**src/logic/rdr_pkg.sv**
```systemverilog
`default_nettype none
package rdr_pkg;
  // ****************************************
  // Register layout
  // ****************************************
  localparam int REF_LEN = 16;
  localparam int CFG_LEN = 8;
  localparam int A_LEN = 24;
  localparam int SHIFT_LEN = 24;
  localparam int DIV_BITS = 13;
  localparam int OSC_LSB = 13;
  localparam int OSC_MSB = 15;
  localparam int POL_BIT = 7;
  localparam logic [4:0] CNT_MAX = 5'h1F;
  // ****************************************
  // Reset values
  // ****************************************
  localparam logic [2:0] OSC_RST = 3'h4;
  localparam logic [12:0] DIV_RST = 13'h0001;
  localparam logic [7:0] CFG_RST = 8'h00;
  localparam logic [23:0] A_RST = 24'h00_0000;
  // ****************************************
  // Reference output modes
  // ****************************************
  localparam logic [2:0] OSC_LOW = 3'h0;
  localparam logic [2:0] OSC_PASS = 3'h1;
  localparam logic [2:0] OSC_DIV2 = 3'h2;
  localparam logic [2:0] OSC_DIV4 = 3'h3;
  localparam logic [2:0] OSC_DIV8 = 3'h4;
  localparam logic [2:0] OSC_DIV16 = 3'h5;

  typedef struct packed {
    logic clk;
    logic data;
    logic loadStrobe;
  } rdr_serial_s;

  typedef enum logic [3:0] {
    DET_IDLE = 4'b0001,
    DET_UP = 4'b0010,
    DET_DN = 4'b0100,
    DET_BOTH = 4'b1000
  } rdr_det_e;
endpackage
`default_nettype wire

```
**src/logic/rdr_ref_divider.sv**
```systemverilog
`timescale 1ns/1ps
`default_nettype none
// Notes on behaviour
// - The top three register bits select the reference output oscillator or divider mode.
// - The low thirteen register bits are the divide value of the reference counter.
// - After reset the reference output is the reference input divided by eight.
// - A 16-bit load applies the three mode bits at once and puts the divide bits only in the first buffer.
// - A 16-bit load or a bare enable pulse leaves the configuration and A registers unchanged; an A load changes A.
// - An enable pulse with no clock activity copies the first buffer to the second, keeping the first.
// - The counter ends its present count with the old ratio before using the new one.
// - Completing an A register load also copies the first buffer into the second.
// - The detector output sources or sinks when out of lock and floats once locked.
// - Comparison edges arriving in phase turn on source and sink together briefly.
module rdr_ref_divider #(
  parameter int DIV_WIDTH = 13
) (
  input wire logic sys_clk,
  input wire logic reset,
  input wire rdr_pkg::rdr_serial_s serialIn,
  input wire logic refInput,
  input wire logic vcoCompareFreq,
  output logic refOutput,
  output logic refCompareFreq,
  output logic chargePumpOutO,
  output logic chargePumpOutOe,
  output logic cpSourceOn,
  output logic cpSinkOn,
  output logic [2:0] refOscCtrlBits,
  output logic [DIV_WIDTH-1:0] refDivideBits,
  output logic [7:0] cfgBits,
  output logic [23:0] aBits
);
  if (DIV_WIDTH != rdr_pkg::DIV_BITS) begin : gChk
    $error("DIV_WIDTH must equal 13");
  end

  // ****************************************
  // Pin synchronisers
  // ****************************************
  // Every pin is asynchronous to sys_clk: two stages before any use
  logic [4:0] syncA_reg;
  logic [4:0] syncB_reg;
  logic [4:0] syncD_reg;
  always_ff @(posedge sys_clk or posedge reset)
  begin
    if (reset)
    begin
      syncA_reg <= 5'h1C;
      syncB_reg <= 5'h1C;
      syncD_reg <= 5'h1C;
    end
    else
    begin
      syncA_reg <= {serialIn.loadStrobe, serialIn.data, serialIn.clk, refInput, vcoCompareFreq};
      syncB_reg <= syncA_reg;
      syncD_reg <= syncB_reg;
    end
  end
  logic strobeS, dataS, sclkS, refS, vcoS;
  assign {strobeS, dataS, sclkS, refS, vcoS} = syncB_reg;
  logic sclkRise, strobeRise, refEdge, vcoEdge;
  assign sclkRise = sclkS && !syncD_reg[2];
  assign strobeRise = strobeS && !syncD_reg[4];
  assign refEdge = refS && !syncD_reg[1];
  assign vcoEdge = vcoS && !syncD_reg[0];

  // ****************************************
  // Serial port and registers
  // ****************************************
  logic [23:0] shift_reg, shift_next;
  logic [4:0] bitCnt_reg, bitCnt_next;
  logic [2:0] osc_reg, osc_next;
  logic [12:0] buf1_reg, buf1_next, buf2_reg, buf2_next;
  logic [7:0] cfg_reg, cfg_next;
  logic [23:0] a_reg, a_next;
  logic shiftEv, rLoad, aLoad, cLoad, xferLoad;
  assign shiftEv = sclkRise && !strobeS;
  assign rLoad = strobeRise && bitCnt_reg == 5'(rdr_pkg::REF_LEN);
  assign aLoad = strobeRise && bitCnt_reg == 5'(rdr_pkg::A_LEN);
  assign cLoad = strobeRise && bitCnt_reg == 5'(rdr_pkg::CFG_LEN);
  // Relies on the host holding the clock low through the pulse
  assign xferLoad = strobeRise && bitCnt_reg == 5'h00;

  always_comb
  begin
    shift_next = shift_reg;
    bitCnt_next = bitCnt_reg;
    osc_next = osc_reg;
    buf1_next = buf1_reg;
    buf2_next = buf2_reg;
    cfg_next = cfg_reg;
    a_next = a_reg;
    if (shiftEv)
    begin
      shift_next = {shift_reg[22:0], dataS};
      if (bitCnt_reg != rdr_pkg::CNT_MAX)
        bitCnt_next = bitCnt_reg + 5'h01;
    end
    if (strobeRise)
      bitCnt_next = 5'h00;
    if (rLoad)
    begin
      osc_next = shift_reg[rdr_pkg::OSC_MSB:rdr_pkg::OSC_LSB];
      buf1_next = shift_reg[rdr_pkg::DIV_BITS-1:0];
    end
    if (xferLoad || aLoad)
      buf2_next = buf1_reg;
    if (aLoad)
      a_next = shift_reg;
    if (cLoad)
      cfg_next = shift_reg[7:0];
  end

  always_ff @(posedge sys_clk or posedge reset)
  begin
    if (reset)
    begin
      shift_reg <= 24'h00_0000;
      bitCnt_reg <= 5'h00;
      osc_reg <= rdr_pkg::OSC_RST;
      buf1_reg <= rdr_pkg::DIV_RST;
      buf2_reg <= rdr_pkg::DIV_RST;
      cfg_reg <= rdr_pkg::CFG_RST;
      a_reg <= rdr_pkg::A_RST;
    end
    else
    begin
      shift_reg <= shift_next;
      bitCnt_reg <= bitCnt_next;
      osc_reg <= osc_next;
      buf1_reg <= buf1_next;
      buf2_reg <= buf2_next;
      cfg_reg <= cfg_next;
      a_reg <= a_next;
    end
  end

  // ****************************************
  // Reference counter and output divider
  // ****************************************
  // The ratio is sampled only at reload, so a new ratio waits for the count end
  logic [12:0] cnt_reg, cnt_next;
  logic [3:0] oDiv_reg, oDiv_next;
  logic refCmp_reg, refCmp_next, ref_output_reg, ref_output_next;
  always_comb
  begin
    cnt_next = cnt_reg;
    refCmp_next = 1'b0;
    oDiv_next = oDiv_reg;
    if (refEdge)
    begin
      oDiv_next = oDiv_reg + 4'h1;
      if (cnt_reg <= 13'h0001)
      begin
        cnt_next = buf2_reg;
        refCmp_next = 1'b1;
      end
      else
        cnt_next = cnt_reg - 13'h0001;
    end
    case (osc_reg)
      rdr_pkg::OSC_LOW: ref_output_next = 1'b0;
      rdr_pkg::OSC_DIV2: ref_output_next = oDiv_reg[0];
      rdr_pkg::OSC_DIV4: ref_output_next = oDiv_reg[1];
      rdr_pkg::OSC_DIV8: ref_output_next = oDiv_reg[2];
      rdr_pkg::OSC_DIV16: ref_output_next = oDiv_reg[3];
      default: ref_output_next = refS;
    endcase
  end
  always_ff @(posedge sys_clk or posedge reset)
  begin
    if (reset)
    begin
      cnt_reg <= rdr_pkg::DIV_RST;
      oDiv_reg <= 4'h0;
      refCmp_reg <= 1'b0;
      ref_output_reg <= 1'b0;
    end
    else
    begin
      cnt_reg <= cnt_next;
      oDiv_reg <= oDiv_next;
      refCmp_reg <= refCmp_next;
      ref_output_reg <= ref_output_next;
    end
  end

  // ****************************************
  // Phase/frequency detector
  // ****************************************
  // Detector compares the divided reference pulse with the synced VCO edge
  rdr_pkg::rdr_det_e det_reg, det_next;
  always_comb
  begin
    det_next = det_reg;
    case (det_reg)
      rdr_pkg::DET_IDLE:
        if (refCmp_reg && vcoEdge)
          det_next = rdr_pkg::DET_BOTH;
        else if (refCmp_reg)
          det_next = rdr_pkg::DET_UP;
        else if (vcoEdge)
          det_next = rdr_pkg::DET_DN;
      rdr_pkg::DET_UP:
        if (vcoEdge)
          det_next = rdr_pkg::DET_BOTH;
      rdr_pkg::DET_DN:
        if (refCmp_reg)
          det_next = rdr_pkg::DET_BOTH;
      rdr_pkg::DET_BOTH: det_next = rdr_pkg::DET_IDLE;
      default: det_next = rdr_pkg::DET_IDLE;
    endcase
  end
  always_ff @(posedge sys_clk or posedge reset)
  begin
    if (reset)
      det_reg <= rdr_pkg::DET_IDLE;
    else
      det_reg <= det_next;
  end
  logic upOn, dnOn, detector_polarity;
  assign detector_polarity = cfg_reg[rdr_pkg::POL_BIT];
  assign upOn = det_reg == rdr_pkg::DET_UP || det_reg == rdr_pkg::DET_BOTH;
  assign dnOn = det_reg == rdr_pkg::DET_DN || det_reg == rdr_pkg::DET_BOTH;
  // Polarity bit swaps source and sink roles
  assign cpSourceOn = detector_polarity ? dnOn : upOn;
  assign cpSinkOn = detector_polarity ? upOn : dnOn;
  assign chargePumpOutOe = cpSourceOn ^ cpSinkOn;
  assign chargePumpOutO = cpSourceOn;

  assign refOutput = ref_output_reg;
  assign refCompareFreq = refCmp_reg;
  assign refOscCtrlBits = osc_reg;
  assign refDivideBits = buf2_reg;
  assign cfgBits = cfg_reg;
  assign aBits = a_reg;

  // ****************************************
  // Assertions
  // ****************************************
  AST_RST_DIV8: assert property (@(posedge sys_clk) $fell(reset) |-> osc_reg == 3'h4) else $error("Reset mode not div8");
  AST_RLOAD: assert property (@(posedge sys_clk) disable iff (reset)
    rLoad |=> osc_reg == $past(shift_reg[15:13]) && buf1_reg == $past(shift_reg[12:0])
      && buf2_reg == $past(buf2_reg)) else $error("R load wrong");
  AST_KEEP_CA: assert property (@(posedge sys_clk) disable iff (reset)
    (rLoad || xferLoad) |=> cfg_reg == $past(cfg_reg) && a_reg == $past(a_reg)) else $error("C or A changed");
  AST_XFER: assert property (@(posedge sys_clk) disable iff (reset)
    xferLoad |=> buf2_reg == $past(buf1_reg) && buf1_reg == $past(buf1_reg)) else $error("Transfer wrong");
  AST_COUNT: assert property (@(posedge sys_clk) disable iff (reset)
    refEdge && cnt_reg > 13'h0001 |=> cnt_reg == $past(cnt_reg) - 13'h0001) else $error("Count skipped");
  AST_RELOAD: assert property (@(posedge sys_clk) disable iff (reset)
    refEdge && cnt_reg <= 13'h0001 |=> cnt_reg == $past(buf2_reg) && refCompareFreq) else $error("Reload wrong");
  AST_ALOAD: assert property (@(posedge sys_clk) disable iff (reset)
    aLoad |=> buf2_reg == $past(buf1_reg)) else $error("A load no transfer");
  AST_LOCK_HIZ: assert property (@(posedge sys_clk) disable iff (reset)
    det_reg == rdr_pkg::DET_IDLE |-> !chargePumpOutOe && !cpSourceOn && !cpSinkOn) else $error("Drive while locked");
  AST_INPHASE: assert property (@(posedge sys_clk) disable iff (reset)
    det_reg == rdr_pkg::DET_IDLE && refCmp_reg && vcoEdge |=> cpSourceOn && cpSinkOn ##1 !cpSourceOn && !cpSinkOn)
    else $error("Both-on wrong");
  AST_SHIFT: assert property (@(posedge sys_clk) disable iff (reset)
    shiftEv && !strobeRise && bitCnt_reg < 5'h1F |=> bitCnt_reg == $past(bitCnt_reg) + 5'h01) else $error("Bit count");
  AST_DIV8_OUT: assert property (@(posedge sys_clk) disable iff (reset)
    osc_reg == 3'h4 && $stable(osc_reg) |=> refOutput == $past(oDiv_reg[2])) else $error("Ref output mode");
  COV_RLOAD: cover property (@(posedge sys_clk) disable iff (reset) rLoad);
  COV_ALOAD: cover property (@(posedge sys_clk) disable iff (reset) aLoad);
  COV_XFER: cover property (@(posedge sys_clk) disable iff (reset) xferLoad ##[1:50] refCompareFreq);
  COV_BOTH: cover property (@(posedge sys_clk) disable iff (reset) det_reg == rdr_pkg::DET_BOTH);
endmodule // rdr_ref_divider
`default_nettype wire

```
**config.mk**
```make
export PLATFORM = sky130hd
export DESIGN_NAME = rdr_ref_divider
export DESIGN_NICKNAME = d
export VERILOG_FILES = /design/src/logic/rdr_pkg.sv /design/src/logic/rdr_ref_divider.sv
export SDC_FILE = /design/constraint.sdc
export NUM_CORES = 1
export LEC_CHECK = 0
export BUFFER_PORTS_ARGS = -buffer_cell sky130_fd_sc_hd__buf_2
export CAP_MARGIN = 20
export CORE_UTILIZATION = 45
export CTS_CLUSTER_DIAMETER = 200
export DETAILED_ROUTE_END_ITERATION = 16
export HOLD_SLACK_MARGIN = 0.06
export PLACE_DENSITY = 0.61
export SLEW_MARGIN = 25
export SYNTH_ARGS = -nofsm -noshare
export SYNTH_HDL_FRONTEND = slang
export SYNTH_SLANG_ARGS = --single-unit
```
**constraint.sdc**
```tcl
create_clock -name sys_clk -period 4.9 [get_ports sys_clk]
set_input_delay 0.245 -clock sys_clk [delete_from_list [all_inputs] [get_ports sys_clk]]
set_output_delay 0.245 -clock sys_clk [all_outputs]
set_load 0.02 [all_outputs]
```
After elaboration in Yosys (flattened, before gate mapping)
Cells that the tools add are included.

Register bits after elaboration: 128. Bits of input ports: 7. Output and inout port bits: 54. Logic and storage cells: 74.

$add $sub $neg: 3. Magnitude comparators: 1. Eq/ne operators: 15. Multiplexer cells: 15. Bitwise operators: 1. Reduce and logical (&&, ||, !) cells: 24.

Operators by type and width (number): $mux 4 (5); $mux 5 (3); $le 13x1->1 const B (1); $mux 13 (1); $sub 13x1->13 const B (1); $pmux 4 s3 (1); $eq 5x5->1 const B (2); $logic_and 1x1->1 (10); $eq 3x2->1 const B (2); $eq 3x3->1 const B (2); $add 5x1->5 const B (1); $eq 5x4->1 const B (1); $logic_not 1->1 (5); $logic_not 5->1 (1); $ne 5x5->1 const B (1); $pmux 1 s5 (1); $add 4x1->4 const B (1); $eq 4x1->1 const B (1); $eq 4x2->1 const B (1); $eq 4x3->1 const B (1); $eq 4x4->1 const B (1); $mux 1 (4); $ne 2x2->1 const B (2); $ne 4x4->1 const B (1); 6 further kinds (9).

Logic depth before layout (Yosys ltp)
Word-level depth: 6. Gate-level depth with buffers: 7. Mapped depth without buffers: 7.

Least setup slack after synthesis
OpenSTA, ideal clock, no wires.

Path type: register to register. Start point: register syncB_reg[4]. End point: register a_reg[0] (netlist: aBits[0]). Library setup time: 0.125 ns. Arrival: 1.891 ns. Required time: 4.775 ns. Setup slack: 2.885 ns. Stages on the path, launching flop included: 7. Path buffers: 2. Period minus slack after synthesis: 2.015 ns. Path through: dfstp_2 -> nor2b_1 -> and3b_1 -> and3_1 -> buf_2 -> buf_2 -> mux2_2.

Word-level cells in the longest chain between the ends: 2.

Ends and longest elaborated chain: start: declaration (RTL line rdr_ref_divider.sv:42) `logic [4:0] syncB_reg;`; start signal: assignment (RTL line rdr_ref_divider.sv:55) `syncB_reg <= syncA_reg;`; $logic_and 1x1->1 (RTL line rdr_ref_divider.sv:63) `assign strobeRise = strobeS && !syncD_reg[4];`; $logic_and 1x1->1 (RTL line rdr_ref_divider.sv:79) `assign aLoad = strobeRise && bitCnt_reg == 5'(rdr_pkg::A_LEN);`; end signal: assignment (RTL line rdr_ref_divider.sv:124) `a_reg <= rdr_pkg::A_RST;`; end signal: assignment (RTL line rdr_ref_divider.sv:134) `a_reg <= a_next;`; end: declaration (RTL line rdr_ref_divider.sv:75) `logic [23:0] a_reg, a_next;`.

No other way between the ends. A chain may end at the register's enable or synchronous reset.

Worst setup path in the final report
Start point: register syncB_reg[4]. End point: register osc_reg[0] (netlist: refOscCtrlBits[0]).

Word-level cells in the longest chain between the ends: 2.

Ends and longest elaborated chain: $logic_and 1x1->1 (RTL line rdr_ref_divider.sv:63); $logic_and 1x1->1 (RTL line rdr_ref_divider.sv:78) `assign rLoad = strobeRise && bitCnt_reg == 5'(rdr_pkg::REF_LEN);`; end signal: assignment (RTL line rdr_ref_divider.sv:120) `osc_reg <= rdr_pkg::OSC_RST;`; end signal: assignment (RTL line rdr_ref_divider.sv:130) `osc_reg <= osc_next;`; end: declaration (RTL line rdr_ref_divider.sv:72) `logic [2:0] osc_reg, osc_next;`.

No other way between the ends.

==> impl_results.html <==
<table>
<tr><th>Metric</th><th>Value</th></tr>
<tr><th colspan="2">Final layout</th></tr>
<tr><td>Non-filler instance count after layout</td><td>612</td></tr>
<tr><td>Number of inserted diodes</td><td>0</td></tr>
<tr><td>Final net count</td><td>469</td></tr>
<tr><td>Share of post-route cells with drive strength above 1</td><td>44.56%</td></tr>
<tr><td>Layout area overhead</td><td>20.50%</td></tr>
<tr><th colspan="2">Placed design</th></tr>
<tr><td>Global placement routability congestion</td><td>0.8873</td></tr>
<tr><td>Pre-CTS setup slack</td><td>2.394 ns</td></tr>
<tr><td>Number of placed cells counting well taps</td><td>574</td></tr>
<tr><td>Estimated wirelength of the detail-placed design</td><td>6425 µm</td></tr>
<tr><td>Count of input and output buffers</td><td>60</td></tr>
<tr><th colspan="2">Drt</th></tr>
<tr><td>Initial DRC count</td><td>150</td></tr>
<tr><td>Detail-routed via count per cell</td><td>5.324</td></tr>
<tr><td>Residual antenna-violating net count after detailed routing</td><td>0</td></tr>
<tr><td>Total length of routed wires</td><td>9658 µm</td></tr>
<tr><td>DRT Pass-1 Iters</td><td>4</td></tr>
<tr><td>Number of vias after detailed routing</td><td>3258</td></tr>
<tr><td>Total DRC errors in the routed layout</td><td>0</td></tr>
<tr><td>Average detailed-routed wire length per instance</td><td>15.78 µm</td></tr>
<tr><th colspan="2">Clock tree</th></tr>
<tr><td>CTS clk-pin slew, worst paths</td><td>0.05 ns</td></tr>
<tr><td>Root buf cell</td><td>sky130_fd_sc_hd__clkbuf_16</td></tr>
<tr><td>Inserted Clock Buffers</td><td>17</td></tr>
<tr><td>Clock tree from TritonCTS</td><td>yes</td></tr>
<tr><td>H-tree depth</td><td>4</td></tr>
<tr><td>Total clock sinks</td><td>127</td></tr>
<tr><td>Worst-case clock buffer depth</td><td>2</td></tr>
<tr><td>Source-to-sink clock delay at the later pin of the worst-skew pair</td><td>0.40 ns</td></tr>
<tr><td>Post-CTS setup buffers</td><td>0</td></tr>
<tr><th colspan="2">Synth</th></tr>
<tr><td>Mapped cell area</td><td>5309 µm²</td></tr>
<tr><td>Synth top area cells</td><td>sky130_fd_sc_hd__dfrtp_1 (54%), sky130_fd_sc_hd__mux2_2 (19%), sky130_fd_sc_hd__dfstp_2 (6.4%), sky130_fd_sc_hd__xnor2_1 (1.6%), sky130_fd_sc_hd__nor2_1 (1.5%)</td></tr>
<tr><td>Synthesized flop and latch total</td><td>127</td></tr>
<tr><td>Main combinational cell family by area after synthesis</td><td>multiplexers</td></tr>
<tr><td>Most frequent cell after synthesis</td><td>sky130_fd_sc_hd__dfrtp_1</td></tr>
<tr><td>Multiplexer share of the synthesized area</td><td>19.66%</td></tr>
<tr><td>Most used standard cells in the synthesized netlist</td><td>sky130_fd_sc_hd__dfrtp_1 (114), sky130_fd_sc_hd__mux2_2 (90), sky130_fd_sc_hd__nor2_1 (21)</td></tr>
<tr><td>Complex-gate fraction of the synthesized area</td><td>4.926%</td></tr>
<tr><td>Cell variety after synth</td><td>50</td></tr>
<tr><td>Prevailing post-synth register cell</td><td>sky130_fd_sc_hd__dfrtp_1</td></tr>
<tr><td>Avg Cell Area, Syn</td><td>13.72 µm²</td></tr>
<tr><td>Adder and majority cell fraction of the synthesized area</td><td>1.414%</td></tr>
<tr><td>Number of enable flip-flop cells after synthesis</td><td>0</td></tr>
<tr><td>Share of synthesized area occupied by flip-flops and latches</td><td>60.17%</td></tr>
<tr><td>Area share of and/or/nand/nor cells after synthesis</td><td>9.639%</td></tr>
<tr><td>Post-synthesis cell count</td><td>387</td></tr>
<tr><td>Largest area contributor in the netlist</td><td>sky130_fd_sc_hd__dfrtp_1</td></tr>
<tr><td>Post-Synth XOR/XNOR Area</td><td>2.145%</td></tr>
<tr><td>Synthesis Warnings</td><td>0</td></tr>
<tr><td>Share of Yosys cell area claimed by the top area cell type</td><td>53.74%</td></tr>
<tr><td>Total nets after synthesis</td><td>400</td></tr>
<tr><td>Share of flip-flops with an asynchronous set or reset after synthesis</td><td>100.0%</td></tr>
<tr><th colspan="2">Floorplanning</th></tr>
<tr><td>Number of core rows</td><td>39</td></tr>
<tr><td>Die ar.</td><td>12240 µm²</td></tr>
<tr><td>Die width</td><td>110.6 µm</td></tr>
<tr><td>Die outline height</td><td>110.6 µm</td></tr>
<tr><td>I/O pin total</td><td>61</td></tr>
<tr><td>Core area</td><td>11470 µm²</td></tr>
<tr><td>Effective utilization at floorplan</td><td>46.30%</td></tr>
<tr><th colspan="2">Setup path</th></tr>
<tr><td>Maximum fanout along the worst path</td><td>16</td></tr>
<tr><td>Launching element type of the critical path</td><td>flip-flop</td></tr>
<tr><td>Register-to-Register Setup Slack</td><td>2.47 ns</td></tr>
<tr><td>Critical path's slowest cell</td><td>sky130_fd_sc_hd__nand3b_1</td></tr>
<tr><td>Critical-path cell list</td><td>nor2b_1 -&gt; and3b_1 -&gt; nand3b_1 -&gt; mux2_2</td></tr>
<tr><td>Largest stage delay on the critical path</td><td>0.60 ns</td></tr>
<tr><td>Register-to-Register Path Depth</td><td>4</td></tr>
<tr><td>CP Data Arrival Time</td><td>2.70 ns</td></tr>
<tr><td>Req. time, crit path</td><td>5.17 ns</td></tr>
<tr><td>Category of the critical setup timing path</td><td>flip-flop to flip-flop</td></tr>
<tr><td>Critical Path Sink Type</td><td>flip-flop</td></tr>
<tr><th colspan="2">Timing</th></tr>
<tr><td>Unrepaired setup endpoints after global routing</td><td>no</td></tr>
<tr><td>Number of pins exceeding their max-slew limit in the final report</td><td>0</td></tr>
<tr><td>Maximum achievable frequency</td><td>411.8 MHz</td></tr>
<tr><td>Setup Viol. Count Final</td><td>0</td></tr>
<tr><td>Clock period minus worst slack</td><td>2.429 ns</td></tr>
<tr><td>Total negative setup slack</td><td>0 ns</td></tr>
<tr><td>Post-route worst setup slack</td><td>2.471 ns</td></tr>
<tr><td>Hold Violations, Final</td><td>0</td></tr>
<tr><td>Slew at the pin with the worst max-slew slack</td><td>0.9149 ns</td></tr>
<tr><td>Tcrit/Tclk final</td><td>49.56%</td></tr>
<tr><td>Worst slew margin relative to its limit</td><td>38.15%</td></tr>
<tr><td>Max Clock Skew</td><td>0.009598 ns</td></tr>
<tr><th colspan="2">Global routing</th></tr>
<tr><td>Initial antenna violation count</td><td>0</td></tr>
<tr><td>Vias in the first global route</td><td>3368</td></tr>
<tr><td>Maximum number of pins on one net before global-route repair</td><td>87</td></tr>
<tr><td>Global-route wire length before repair</td><td>16850 µm</td></tr>
<tr><td>Total track usage</td><td>17.35%</td></tr>
<tr><td>Leftover overflow at the end of global routing</td><td>0</td></tr>
<tr><th colspan="2">Power and ir drop</th></tr>
<tr><td>Power dissipated by switching net loads</td><td>0.7793 mW</td></tr>
<tr><td>Final Total Pwr</td><td>2.934 mW</td></tr>
<tr><td>Static leakage</td><td>3.194 nW</td></tr>
<tr><td>Power per cell area</td><td>458.6 nW/µm²</td></tr>
<tr><td>Switching power share of the total</td><td>26.56%</td></tr>
<tr><td>Relative contribution of combinational cells to total power</td><td>13.8%</td></tr>
<tr><td>Clock network fraction of total power</td><td>41.9%</td></tr>
<tr><td>Relative contribution of sequential cells to total power</td><td>44.3%</td></tr>
<tr><td>Largest vdd supply drop</td><td>281.2 µV</td></tr>
<tr><td>Total internal power</td><td>2.155 mW</td></tr>
<tr><th colspan="2">Worst hold path</th></tr>
<tr><td>Count of cells along the worst hold path</td><td>0</td></tr>
<tr><td>Class of the tightest hold or removal check</td><td>flip-flop to flip-flop</td></tr>
<tr><th colspan="2">Outcome</th></tr>
<tr><td>Outcome</td><td>complete, no violations</td></tr>
<tr><th colspan="2">Run</th></tr>
<tr><td>Count of max-cap constraint violations</td><td>0</td></tr>
</table>
[layer usage]
metal	share of wire (%)	GRT usage, %	vias to the layer above	routed length [µm]
met2	49	27.12	52	4734
li1	-	-	1533	-
met4	0.83	6.578	0	80
met1	47	23.56	1665	4549
met3	3.0	4.061	8	294
met5	0	0	-	0
[area by class of cell]
type	count	area (µm²)
fillers	933	5070
flip-flops and latches	127	3194
multi-input cells	234	2021
clock buffers	21	480.5
repair buffers	68	375.4
well taps	143	178.9
clock inverters	11	112.6
inverters	8	35.03
[worst paths after layout]
check / startpoint / end
min reg2reg: syncA_reg[1]$_DFF_PP0_ / syncB_reg[1]$_DFF_PP0_
max in group asynchronous: reset / refDivideBits[0]$_DFFE_PP1P_
min in group asynchronous: reset / aBits[0]$_DFFE_PP0P_
max reg2reg: syncB_reg[4]$_DFF_PP1_ / refOscCtrlBits[0]$_DFFE_PP0P_
max: syncB_reg[4]$_DFF_PP1_ / refOscCtrlBits[0]$_DFFE_PP0P_
min: syncA_reg[1]$_DFF_PP0_ / syncB_reg[1]$_DFF_PP0_
[stage by stage]
step           hold slack (ns)  utilization [%]  instance area, µm²
3_3_place_gp            0.3330            49.98                5732
3_5_place_dp            0.3471            49.99                5733
5_1_grt                 0.3592            55.79                6397
4_1_cts                 0.1410            55.60                6376
6_report                0.3528            55.79                6397
2_1_floorplan           0.2495                -                5309
[power by group through the flow]
stage	combinational, mW	sequential [mW]	clock [mW]
after floorplan	0.356	1.26	0
after global placement	0.382	1.31	0
after detailed placement	0.393	1.31	0
after CTS	0.398	1.30	1.25
after global routing	0.452	1.32	1.31
final	0.404	1.30	1.23
[layout by cell type (no fill, tap or decap), types with 3 or more instances in the layout]
cell                            count
sky130_fd_sc_hd__o21ai_0            5
sky130_fd_sc_hd__nand3b_1           5
sky130_fd_sc_hd__inv_1              7
sky130_fd_sc_hd__dfrtp_1          114
sky130_fd_sc_hd__nand4_1            5
sky130_fd_sc_hd__xor2_1             3
sky130_fd_sc_hd__or3_1              3
sky130_fd_sc_hd__clkbuf_16         17
sky130_fd_sc_hd__buf_2             60
sky130_fd_sc_hd__clkbuf_8           4
sky130_fd_sc_hd__nand2_1           10
sky130_fd_sc_hd__mux2i_1            3
sky130_fd_sc_hd__dfstp_2           13
sky130_fd_sc_hd__ha_1               6
sky130_fd_sc_hd__nor2_1            21
sky130_fd_sc_hd__nand2b_1           6
sky130_fd_sc_hd__a21oi_1           11
sky130_fd_sc_hd__nor4_1             8
sky130_fd_sc_hd__xnor2_1           10
sky130_fd_sc_hd__clkinvlp_4         3
sky130_fd_sc_hd__dlygate4sd3_1      6
sky130_fd_sc_hd__clkinv_2           6
sky130_fd_sc_hd__nand3_1            4
sky130_fd_sc_hd__o311a_1            5
sky130_fd_sc_hd__mux2_2            90
[cell families after synthesis]
| kind of cell | after synthesis |
|---|---|
| AO/OA/AOI/OAI | 36 |
| flip-flops | 127 |
| XOR/XNOR | 13 |
| AND/OR/NAND/NOR | 86 |
| multiplexers | 93 |
| adder cells (fa/ha/maj) | 6 |
| buffers and inverters | 26 |
[critical path, delay by kind of cell (launching register included)]
kind / cells / cell delay (ns)
multiplexers: 1 / 0.52
flip-flops: 1 / 0.56
AND/OR/NAND/NOR: 3 / 1.21
[repair_timing]
item	CTS	global route
resized for setup	0	0
hold buffers	5	1
hold endpoints to repair	5	12
Note: power is estimated with default switching activity, not from simulation.
